**src/hdl/fics_pkg.sv**
```systemverilog
// constants and types for the fast interrupt context swap unit
// assumes an 8-bit core with byte-wide special registers and a 16-bit program counter
package fics_pkg;
   ////////////////////////////////////////////////////////////////////////////////
   // register addresses of the service start pointer byte pair
   localparam logic [7:0] SSP_HI_ADDR = 8'hda; // high byte
   localparam logic [7:0] SSP_LO_ADDR = 8'hdb; // low byte
   // field positions inside the system mode register
   localparam int SYS_GIE_BIT = 0; // global interrupt enable
   localparam int SYS_FEN_BIT = 1; // fast handling enable
   localparam int SYS_LVL_LSB = 2; // level select, three bits upward from here
   localparam int SYS_LVL_MSB = 4;
   // position of the fast interrupt status bit inside the condition word
   localparam int FAST_FLAG_BIT = 1;
   localparam logic [7:0] FAST_FLAG_MASK = 8'h02;
   // entry lengths in core clock cycles
   localparam logic [4:0] FAST_ENTRY_CYC = 5'h06;
   localparam logic [4:0] VEC_ENTRY_CYC = 5'h10;
   // values after reset
   localparam logic [15:0] SSP_RST = 16'h0000;
   localparam logic [7:0] SHADOW_RST = 8'h00;
   localparam logic [4:0] CNT_RST = 5'h00;
   ////////////////////////////////////////////////////////////////////////////////
   // entry sequencer states
   typedef enum logic [1:0] {
      ST_IDLE = 2'b00, // waiting for a grant or a return
      ST_FAST = 2'b01, // short swap entry in progress
      ST_VEC = 2'b10 // stacked vectored entry in progress
   } fics_state_t;
endpackage

```
**src/hdl/fics_top.sv**
```systemverilog
// fast interrupt context swap unit between interrupt priority logic and sequencer
// assumes grant, return and core state inputs are synchronous to i_clk
//
// What this block does
// - three-bit field selects the fast level
// - the fast enable bit switches it; the global enable also gates it
// - fast entry swaps pointer and program counter
// - fast entry copies condition word to shadow
// - fast entry sets fast status bit
// - return with status set swaps back
// - fast return restores condition word from shadow
// - fast return clears fast status bit
// - works with either pending clear type
// - global enable gates fast interrupts too
// - pointer is two byte registers, high/low
// - any of eight levels is selectable
// - fast entry six cycles, vectored sixteen
`timescale 1ns/1ps
module fics_top (
   input wire logic i_clk, // core clock, 200 mhz
   input wire logic i_rst, // async reset, active high
   input wire logic [7:0] i_system_mode_register, // current system mode register
   input wire logic i_reg_wr, // one-cycle special register write strobe
   input wire logic [7:0] i_reg_addr, // special register address
   input wire logic [7:0] i_reg_wdata, // special register write data
   input wire logic i_irq_grant, // one-cycle grant from priority logic
   input wire logic [2:0] i_irq_level, // level of the granted interrupt
   input wire logic i_return_from_service, // one-cycle return decode
   input wire logic [15:0] i_program_counter, // current program counter
   input wire logic [7:0] i_flags, // current condition word
   output logic o_irq_ack, // grant accepted this cycle
   output logic o_fast_entry, // accepted grant uses the swap path
   output logic o_vec_entry, // accepted grant uses stacking and vector fetch
   output logic o_entry_done, // last cycle of the entry sequence
   output logic o_ret_fast, // return handled here, no stack pop
   output logic o_ret_stacked, // return must pop the stack
   output logic o_pc_load, // load o_pc_value into the program counter
   output logic [15:0] o_pc_value, // new program counter
   output logic o_flags_load, // load o_flags_value into the condition word
   output logic [7:0] o_flags_value, // new condition word
   output logic [15:0] o_service_start_pointer // pointer register pair contents
);
   ////////////////////////////////////////////////////////////////////////////////
   // declarations
   fics_pkg::fics_state_t state_ff; // entry sequencer state
   logic [4:0] cnt_ff; // cycle index within the entry
   logic [15:0] ssp_ff; // service start pointer pair
   logic [7:0] shadow_cond_ff; // unmapped shadow condition register
   logic pc_load_ff; // program counter load pulse
   logic [15:0] pc_value_ff; // program counter value
   logic flags_load_ff; // condition word load pulse
   logic [7:0] flags_value_ff; // condition word value
   logic gie; // global interrupt enable
   logic fen; // fast handling enable
   logic [2:0] fast_lvl; // selected fast level
   logic idle; // sequencer free
   logic take; // grant accepted
   logic is_fast; // accepted grant matches fast level
   logic fast_take; // fast entry starts
   logic ret_fast; // fast return starts
   logic [4:0] entry_last; // last cycle index of the current entry

   ////////////////////////////////////////////////////////////////////////////////
   // decode of system mode bits and the grant
   assign gie = i_system_mode_register[fics_pkg::SYS_GIE_BIT];
   // this bit turns fast handling on or off; the global enable still gates every fast entry
   assign fen = i_system_mode_register[fics_pkg::SYS_FEN_BIT];
   // all eight levels compare against the three-bit field
   assign fast_lvl = i_system_mode_register[fics_pkg::SYS_LVL_MSB:fics_pkg::SYS_LVL_LSB];
   assign idle = (state_ff == fics_pkg::ST_IDLE);
   // grants are ignored while disabled; the priority logic keeps them pending
   assign take = i_irq_grant && gie && idle;
   // the pending bit type is not looked at, so both kinds take the same path
   assign is_fast = fen && (i_irq_level == fast_lvl);
   assign fast_take = take && is_fast;
   // the status bit is read from the live condition word, so software may clear it
   assign ret_fast = i_return_from_service && idle && i_flags[fics_pkg::FAST_FLAG_BIT];
   assign o_irq_ack = take;
   assign o_fast_entry = fast_take;
   assign o_vec_entry = take && !is_fast;
   assign o_ret_fast = ret_fast;
   assign o_ret_stacked = i_return_from_service && idle && !i_flags[fics_pkg::FAST_FLAG_BIT];
   // entry length depends on which path was taken
   assign entry_last = (state_ff == fics_pkg::ST_FAST) ? (fics_pkg::FAST_ENTRY_CYC - 5'h01)
                                                      : (fics_pkg::VEC_ENTRY_CYC - 5'h01);
   assign o_entry_done = !idle && (cnt_ff == entry_last);
   assign o_pc_load = pc_load_ff;
   assign o_pc_value = pc_value_ff;
   assign o_flags_load = flags_load_ff;
   assign o_flags_value = flags_value_ff;
   assign o_service_start_pointer = ssp_ff;

   ////////////////////////////////////////////////////////////////////////////////
   // entry sequencer: counts the cycles of the chosen entry path
   always_ff @(posedge i_clk or posedge i_rst) begin
      if (i_rst) begin
         state_ff <= fics_pkg::ST_IDLE;
         cnt_ff <= fics_pkg::CNT_RST;
      end else begin
         unique case (state_ff)
            fics_pkg::ST_IDLE: begin
               // the grant cycle is cycle zero of the entry
               if (take) begin
                  state_ff <= is_fast ? fics_pkg::ST_FAST : fics_pkg::ST_VEC;
                  cnt_ff <= 5'h01;
               end
            end
            fics_pkg::ST_FAST, fics_pkg::ST_VEC: begin
               if (cnt_ff == entry_last) begin
                  state_ff <= fics_pkg::ST_IDLE;
                  cnt_ff <= fics_pkg::CNT_RST;
               end else begin
                  cnt_ff <= cnt_ff + 5'h01;
               end
            end
            default: begin
               // illegal code, recover to idle
               state_ff <= fics_pkg::ST_IDLE;
               cnt_ff <= fics_pkg::CNT_RST;
            end
         endcase
      end
   end

   ////////////////////////////////////////////////////////////////////////////////
   // service start pointer pair; a swap beats a software write in the same cycle
   // because losing the interrupted address would be unrecoverable
   always_ff @(posedge i_clk or posedge i_rst) begin
      if (i_rst) begin
         ssp_ff <= fics_pkg::SSP_RST;
      end else if (fast_take || ret_fast) begin
         ssp_ff <= i_program_counter;
      end else if (i_reg_wr && (i_reg_addr == fics_pkg::SSP_HI_ADDR)) begin
         ssp_ff[15:8] <= i_reg_wdata;
      end else if (i_reg_wr && (i_reg_addr == fics_pkg::SSP_LO_ADDR)) begin
         ssp_ff[7:0] <= i_reg_wdata;
      end
   end
   // note: after a fast return the pair holds the address past the return,
   // so software reloads it before the next fast interrupt

   ////////////////////////////////////////////////////////////////////////////////
   // program counter hand-back, one cycle after entry or return
   always_ff @(posedge i_clk or posedge i_rst) begin
      if (i_rst) begin
         pc_load_ff <= 1'b0;
         pc_value_ff <= fics_pkg::SSP_RST;
      end else begin
         pc_load_ff <= fast_take || ret_fast;
         if (fast_take || ret_fast) begin
            pc_value_ff <= ssp_ff;
         end
      end
   end

   ////////////////////////////////////////////////////////////////////////////////
   // shadow condition register, written only on fast entry
   always_ff @(posedge i_clk or posedge i_rst) begin
      if (i_rst) begin
         shadow_cond_ff <= fics_pkg::SHADOW_RST;
      end else if (fast_take) begin
         shadow_cond_ff <= i_flags;
      end
   end

   ////////////////////////////////////////////////////////////////////////////////
   // condition word updates for fast entry and fast return
   always_ff @(posedge i_clk or posedge i_rst) begin
      if (i_rst) begin
         flags_load_ff <= 1'b0;
         flags_value_ff <= fics_pkg::SHADOW_RST;
      end else begin
         flags_load_ff <= fast_take || ret_fast;
         if (fast_take) begin
            flags_value_ff <= i_flags | fics_pkg::FAST_FLAG_MASK;
         end else if (ret_fast) begin
            // restore and drop the status bit in one write
            flags_value_ff <= shadow_cond_ff & ~fics_pkg::FAST_FLAG_MASK;
         end
      end
   end
endmodule // fics_top

```
**config.mk**
```make
export PLATFORM = sky130hd
export DESIGN_NAME = fics_top
export DESIGN_NICKNAME = d
export VERILOG_FILES = /design/src/hdl/fics_pkg.sv /design/src/hdl/fics_top.sv
export SDC_FILE = /design/constraint.sdc
export NUM_CORES = 1
export LEC_CHECK = 0
export BUFFER_PORTS_ARGS = -buffer_cell sky130_fd_sc_hd__buf_2
export CORE_UTILIZATION = 48
export DETAILED_ROUTE_END_ITERATION = 8
export PLACE_DENSITY = 0.83
export SYNTH_ARGS = -nofsm -noshare
export SYNTH_HDL_FRONTEND = slang
export SYNTH_SLANG_ARGS = --single-unit
```
**constraint.sdc**
```tcl
create_clock -name i_clk -period 2.2 [get_ports i_clk]
set_clock_uncertainty 0.05 [all_clocks]
set_input_delay 0.33 -clock i_clk [delete_from_list [all_inputs] [get_ports i_clk]]
set_output_delay 0.33 -clock i_clk [all_outputs]
set_load 0.02 [all_outputs]
```
* Word level (Yosys, flattened, before mapping)
Index checks and enable logic that the tools add are counted.
** Word-level totals
- Register bits after elaboration :: 56
- Input bits :: 56
- Output and inout port bits :: 48
- Word-level logic and storage cells :: 54
** Cells by class
- Add/sub/neg operators :: 1
- Reduce and logical (&&, ||, !) cells :: 22
- Multiplexer cells :: 14
- Equal/unequal tests :: 9
** Operator list (count)
- $mux W8 :: 5
- $eq A8 B8 Y1 const B :: 2
- $mux W16 :: 1
- $logic_and A1 B1 Y1 :: 11
- $mux W5 :: 2
- $pmux W5 S2 :: 1
- $mux W2 :: 3
- $reduce_bool A2 Y1 :: 3
- $add A5 B1 Y5 const B :: 1
- $eq A5 B4 Y1 :: 1
- $mux W4 :: 1
- $ne A2 B2 Y1 const B :: 2
- $pmux W2 S2 :: 1
- $reduce_and A2 Y1 :: 2
- $eq A3 B3 Y1 :: 1
- $logic_not A1 Y1 :: 3
- $eq A2 B1 Y1 const B :: 1
- $eq A2 B2 Y1 const B :: 1
- $logic_not A2 Y1 :: 1
- $ne A2 B1 Y1 const B :: 1
- $reduce_or A2 Y1 :: 1
- $logic_or A1 B1 Y1 :: 1

* Depth between registers and ports, before layout
Gate-level depths: netlist of the first run.
- Word-level depth :: 6
- Depth in mapped cells :: 7
- Depth with buffers taken out :: 6

* Least setup slack after synthesis of the first run
No wires, ideal clock.
- Path kind :: reg-to-output
- Start :: reg state_ff[1]
- End :: out o_entry_done
- Arrival :: 1751 ps
- Slack :: 69 ps
- Data required time :: 1820 ps
- Stages on the path, launching flop included :: 7
- Path buffers :: 1
- Path through :: dfrtp_1 inv_1 ha_1 or3b_1 a2111o_1 buf_6 nor2_1
** Between the ends
- Cells in the longest elaborated chain, start to end :: 4
- Elaborated cells between the ends (all ways) :: 6
- Those cells by class :: eq/ne: 2; mux: 1; reduce/logical: 3
** Ends and longest elaborated chain
- from (decl) :: RTL line fics_top.sv:45 : fics_pkg::fics_state_t state_ff;
- from (signal assigned) :: RTL line fics_top.sv:97 : state_ff <= fics_pkg::ST_IDLE;
- from (signal assigned) :: RTL line fics_top.sv:104 : state_ff <= is_fast ? fics_pkg::ST_FAST : fics_pkg::ST_VEC;
- from (signal assigned) :: RTL line fics_top.sv:110 : state_ff <= fics_pkg::ST_IDLE;
- $eq A2 B1 Y1 :: RTL line fics_top.sv:84 : assign entry_last = (state_ff == fics_pkg::ST_FAST) ? (fics_pkg::FAST_ENTRY_CYC - 5'h01)
- $mux W4 :: RTL line fics_top.sv:84
- $eq A5 B4 Y1 :: RTL line fics_top.sv:86 : assign o_entry_done = !idle && (cnt_ff == entry_last);
- $logic_and A1 B1 Y1 * :: RTL line fics_top.sv:86
- to (decl) :: RTL line fics_top.sv:34 : output logic o_entry_done,
Mark *: on every way between the ends. The rest lies on a longest branch, timed or not.

* Worst setup path in the final report of the first run
Ends and elaborated chain as after synthesis.

==> results.yml, run 1 <==
status:
  status: "complete, but fails checks"
  violations: "setup timing"
logic_synthesis:
  synth.top_cell.area_share_pct: 52.8
  synthFlopType: "dfrtp_1"
  ys_types: 35
  ys_seq_area_share_pct: 52.8
  synth_edf_count: 0
  ys_ff_latch: 55
  syn-num-nets: 252
  synth_most_common_cell: "mux2_2"
  yosys_warnings: 0
  syn_area_sq_um: 2610
  ys_async_sr_fraction_pct: 100
  synth_common_cells: "mux2_2, dfrtp_1, nand3_1, inv_1, nand2_1"
  syn-instance-count: 192
  syn_avg_cell_area_sq_um: 13.6
  yosysTopAreaCell: "dfrtp_1"
  synthTopCellsByArea: "dfrtp_1, mux2_2, mux2_1"
sta:
  rsz0062_at_grt: "true"
  setup_ws_ns: -0.0726
  slew_headroom_pct: 65.6
  period_minus_slack_ns: 2.27
  max_clock_freq_ghz: 0.440
  hold_viol: 0
  finalSetupViolations: 1
  fin_crit_sh_pct: 103
  tightest_slew_ns: 0.515
  slew_violations: 0
critical_path:
  critPathMaxFanout: 3
  cp-startpoint: "state_ff[1]$_DFFE_PP0P_"
  r2r_cells: 6
  crit_path_end_kind: "output port"
  path_class: "flip-flop to output port"
  r2r-start: "state_ff[0]$_DFFE_PP0P_"
  r2r-end: "o_service_start_pointer[5]$_DFFE_PP0P_"
  cp.arrival_ns: 1.89
  r2r_slack_ns: 0.27
  required_ns: 1.82
  critPathLaunchType: "flip-flop"
  endpoint: "o_entry_done"
placed_design:
  dp_cells: 361
  dp_hpwl_mm: 3.86
  placed_area_sq_um: 3220
  place.gp.congestion: 0.832
  io_buffer_count: 100
routing:
  vias: 1884
  drc: 0
  drt_wl_total_mm: 4.99
  ant_nets: 0
  first_pass_iters: 4
  avgRoutedWirePerCell_um: 13.6
  drt_iter0_drc: 74
  routed_via_density: 5.12
layout:
  fin_util_pct: 64.4
  nets: 358
  final-instance-count-excl-fill: 368
  finalInstanceArea_sq_um: 3330
  n_antenna_cell: 0
  area_growth_pct: 27.7
  fillers: 412
  drive_gt1_share_pct: 61.7
global_route:
  grt_pass1_vias: 1760
  overflow: 0
  grt_usage_pct: 18.2
  antenna_found_initial: 0
  grt_pass1_wl_mm: 7.87
  grt_max_degree: 34
flow_run:
  max_cap_violations: 0
min_path:
  hold_path.class: "input port to asynchronous set/reset pin"
power_and_ir_drop:
  peakVddDrop_uv: 626
  power_density_nw_per_um2: 1230
  power_mw: 4.08
  cellLeakagePower_nw: 1.66
clock_tree:
  numClockSinks: 55
  htree_levels: 2
  clk_pin_slew_ns: 0.09
  cts_buffer_depth: 2
  numCtsBuffers: 5
  insertion_delay_ns: 0.30
  ctsHoldBuffers: 0
  cts_tree: "done"
  cts_setup_buffers: 0
  cts-root-buf: "clkbuf_8"
floorplan:
  ios: 104
  fp-row-count: 26
  die_h_um: 75.7
  dieArea_sq_um: 5730
  die_w_um: 75.7
  core_sq_um: 5170
  start_util_pct: 50.4
==> logic make-up (layout without fill, tap and decap cells) <==
group	after synthesis	count (layout)	share of synthesized area [%]
multiplexers	69	69	29.8
flip-flops	55	55	52.8
AND/OR/NAND/NOR	33	33	7.35
buffers and inverters	16	122	3.41
AO/OA/AOI/OAI	12	12	3.70
adder cells (fa/ha/maj)	4	4	1.92
XOR/XNOR	3	3	1.01
==> worst min-delay path by stage <==
stage | slack (ns) | start | cells past startpoint | to
final | 0.006 | i_rst | 2 | o_pc_value[15]$_DFFE_PP0N_
after global routing | 0.05 | i_rst | 2 | o_pc_value[15]$_DFFE_PP0N_
after CTS | 0.02 | i_rst | 2 | o_pc_value[15]$_DFFE_PP0N_
after detailed placement | 0.34 | i_rst | 2 | o_pc_value[15]$_DFFE_PP0N_
after global placement | 0.34 | i_rst | 2 | o_pc_value[15]$_DFFE_PP0N_
after floorplan | 0.40 | shadow_cond_ff[0]$_DFFE_PP0N_ | 1 | shadow_cond_ff[0]$_DFFE_PP0N_
==> state kept, by name, indices dropped and copies added (netlist names) <==
register and count:
cnt_ff 5, shadow_cond_ff 7, o_pc_value 16, o_flags_load 1, o_service_start_pointer 16, o_flags_value 8, state_ff 2
==> worst max-delay path, stage by stage, from the launching register on <==
cell and delay, ns:
dfrtp_1 0.40, inv_2 0.07, ha_1 0.14, or3b_1 0.34
a2111o_1 0.39, nor2_1 0.11, buf_4 0.15
==> power breakdown <==
group	leakage, nW	switching (mW)	internal (mW)
clock network	0.0513	0.293	0.334
registers	0.680	0.233	1.43
logic	0.926	0.960	0.834
total	1.66	1.49	2.60
==> per-layer routing <==
| layer | vias to the layer above | wire [um] | share of wire, % | GRT usage, % |
|---|---|---|---|---|
| met5 | - | 0 | 0 | 0 |
| met4 | 0 | 57 | 1.1 | 4.94 |
| met3 | 6 | 145 | 2.9 | 3.31 |
| met2 | 44 | 2760 | 55 | 34.0 |
| met1 | 932 | 2030 | 41 | 21.4 |
| li1 | 902 | - | - | - |
==> metrics by stage <==
stage	setup TNS [ns]	setup WS, ns	hold WS (ns)
6_report	-0.0726	-0.0726	0.00606
3_3_place_gp	0	0.200	0.343
3_5_place_dp	0	0.175	0.345
4_1_cts	-0.0917	-0.0835	0.0228
2_1_floorplan	0	0.0694	0.404
5_1_grt	-0.401	-0.196	0.0546
==> placed cells by master, fill, tap and decap left out, types with 4 or more instances in the layout <==
master,instances
inv_1,6
buf_4,5
mux2_1,5
nand2_1,6
ha_1,4
mux2_2,64
clkbuf_8,5
buf_2,99
nand3_1,11
dfrtp_1,55
==> final cells by class <==
cell class,count,area (sq um),area share (%)
inverter,8,30.0,0.902
timing repair buffer,107,584,17.5
multi-input combinational,121,1150,34.5
tap,70,87.6,2.63
clock buffer,6,72.6,2.18
clock inverter,1,30.0,0.902
sequential,55,1380,41.3
==> what timing repair did <==
| action | CTS | global route |
|---|---|---|
| gates resized for setup | 3 | 0 |
| pin swaps | 1 | 0 |
| endpoints found under the setup margin | 2 | 3 |
Power figures use the tool's default switching activity.
==> inputs of run 2 (changes only) <==
--- a/config.mk
+++ b/config.mk
@@ -6,9 +6,12 @@
 export NUM_CORES = 1
 export LEC_CHECK = 0
 export BUFFER_PORTS_ARGS = -buffer_cell sky130_fd_sc_hd__buf_2
-export CORE_UTILIZATION = 48
+export CELL_PAD_IN_SITES_DETAIL_PLACEMENT = 1
+export CELL_PAD_IN_SITES_GLOBAL_PLACEMENT = 2
+export CORE_UTILIZATION = 32
+export CTS_BUF_LIST = sky130_fd_sc_hd__clkbuf_8
 export DETAILED_ROUTE_END_ITERATION = 8
-export PLACE_DENSITY = 0.83
+export PLACE_DENSITY = 0.86
 export SYNTH_ARGS = -nofsm -noshare
 export SYNTH_HDL_FRONTEND = slang
 export SYNTH_SLANG_ARGS = --single-unit
==> run 2 against run 1 <==
The run still ends with setup timing left. Sequential power about the same. Via count up 2.4%. Non-clock buffer count up 5. Global-route usage down 2.6 points. Clock power down 6.1%. Sequential share of layout area down 1.2 points. Final cell count up 10%. Worst hold slack better by 0.027 ns. Register-to-register slack about the same. Core utilization down 20 points.
==> results.yml, run 2 (same netlist as run 1, synthesis figures left out) <==
sta:
  fin_crit_sh_pct: 105
  rsz0062_at_grt: "true"
  slew_headroom_pct: 73.3
  holdWs_ns: 0.0334
  hold_viol: 0
  max_clock_freq_ghz: 0.434
  period_minus_slack_ns: 2.30
  setup_ws_ns: -0.102
  tightest_slew_ns: 0.400
  finalSetupTns_ns: -0.102
  slew_violations: 0
  finalSetupViolations: 1
routing:
  ant_nets: 0
  highest-signal-layer: "met4"
  first_pass_iters: 3
  routed_via_density: 4.75
  drt-met1-wl_mm: 2.58
  drt_wl_total_mm: 6.11
  met2_length_mm: 3.03
  route.met3.wl_um: 453
  drt_iter0_drc: 37
  avgRoutedWirePerCell_um: 15.0
  drc: 0
  vias: 1930
clock_tree:
  clk_pin_slew_ns: 0.09
  cts_buffer_depth: 2
  ctsHoldBuffers: 0
  cts-root-buf: "clkbuf_8"
  cts_tree: "done"
  insertion_delay_ns: 0.30
  numClockSinks: 55
  htree_levels: 2
  numCtsBuffers: 5
critical_path:
  cp_slowest_cell: "dfrtp_1"
  critPathLaunchType: "flip-flop"
  crit_buf_inv: 2
  slowest_delay_ns: 0.40
  path_class: "flip-flop to output port"
  crit_chain: "inv_2 > ha_4 > or3b_1 > a2111o_1 > nor2_2 > buf_4"
  required_ns: 1.82
  crit_family: "simple AND/OR/NAND/NOR gates"
  crit_path_end_kind: "output port"
  cp.arrival_ns: 1.92
  critPathMaxFanout: 2
layout:
  nets: 363
  layout_commonest_cell: "buf_2"
  multi_input_area_sq_um: 1190
  area_growth_pct: 31.7
  finalInstanceArea_sq_um: 3430
  seqCellArea_sq_um: 1380
  final_cell_mix: "buf_2, mux2_2, dfrtp_1"
  final-instance-count-excl-fill: 406
  n_antenna_cell: 0
  drive_gt1_share_pct: 64.8
  fillers: 875
placed_design:
  dp_hpwl_mm: 4.74
  placed_area_sq_um: 3280
  place.gp.congestion: 0.704
  dp_cells: 397
  io_buffer_count: 100
floorplan:
  ios: 104
  dieArea_sq_um: 8510
  fp-row-count: 32
  die_w_um: 92.2
  core_sq_um: 7810
  start_util_pct: 33.4
  die_h_um: 92.2
global_route:
  grt_pass1_wl_mm: 10.5
  antenna_found_initial: 0
  grt_usage_pct: 15.6
  overflow: 0
  grt_max_degree: 34
  grt_pass1_vias: 2150
power_and_ir_drop:
  peakVddDrop_uv: 588
  seqPwrFrac_pct: 40.5
  cellLeakagePower_nw: 1.68
  internal_power_mw: 2.56
  pwr-share-comb_pct: 45.2
  power_density_nw_per_um2: 1200
  p_sw_share_pct: 38.2
  power_frac_clock_pct: 14.2
  power_switching_mw: 1.58
flow_run:
  max_cap_violations: 0
min_path:
  hold_path.class: "input port to asynchronous set/reset pin"
status:
  status: "complete, but fails checks"
  violations: "setup timing"
==> run 2: final timing paths <==
check                                               from                                 endpoint  slack, ns  cells after the start
max                              state_ff[1]$_DFFE_PP0P_                             o_entry_done      -0.10                      6
min                                                i_rst                    cnt_ff[1]$_DFFE_PP0P_       0.03                      3
max reg2reg                      state_ff[1]$_DFFE_PP0P_                  state_ff[1]$_DFFE_PP0P_       0.26                      7
min reg2reg                shadow_cond_ff[0]$_DFFE_PP0N_            shadow_cond_ff[0]$_DFFE_PP0N_       0.44                      1
max in group asynchronous                          i_rst   o_service_start_pointer[7]$_DFFE_PP0P_       1.77                      3
min in group i_clk                 i_program_counter[13]  o_service_start_pointer[13]$_DFFE_PP0P_       0.20                      2
==> run 2: timing repair <==
| item | 4_1_cts | 5_1_grt |
|---|---|---|
| cloned | 0 | 0 |
| resized for setup | 4 | 9 |
| setup endpoints to repair | 1 | 4 |
| hold endpoints to repair | 0 | 0 |
| setup buffers | 1 | 0 |
| pin swaps | 2 | 0 |
==> run 2: power groups by stage <==
stage / registers, mW / logic [mW] / clock network [mW]
4_1_cts: 1.68 / 1.87 / 0.622
3_5_place_dp: 1.70 / 1.85 / 0
3_3_place_gp: 1.67 / 1.80 / 0
6_report: 1.68 / 1.87 / 0.588
5_1_grt: 1.74 / 2.02 / 0.659
2_1_floorplan: 2.09 / 0.808 / 0
==> run 2: final cells by class <==
type                            count  share of cell area, %
Timing Repair Buffer              112                   17.9
Clock inverter                      2                  0.401
Sequential cell                    55                   40.1
Multi-Input combinational cell    121                   34.6
Clock buffer                        6                   2.41
Tap cell                          102                   3.72
Inverter                            8                  0.875
==> run 2: per-stage QoR <==
stage               util, %  setup slack, ns  total power [mW]
finish                 44.0           -0.102              4.13
global route           44.0           -0.177              4.42
CTS                    43.5           -0.112              4.17
detailed placement     42.0            0.132              3.55
global placement       42.0            0.165              3.48
floorplan                 -           0.0694              2.90
==> run 2: tightest hold or removal path: cells and delay by family <==
kind,cells,cell delay (ns)
buf+inv,3,0.47
==> run 2: routing by layer <==
layer	GRT usage, %	vias to the layer above
met3	5.06	6
met2	26.9	70
li1	-	912
met5	0	-
met4	3.13	0
met1	18.9	942
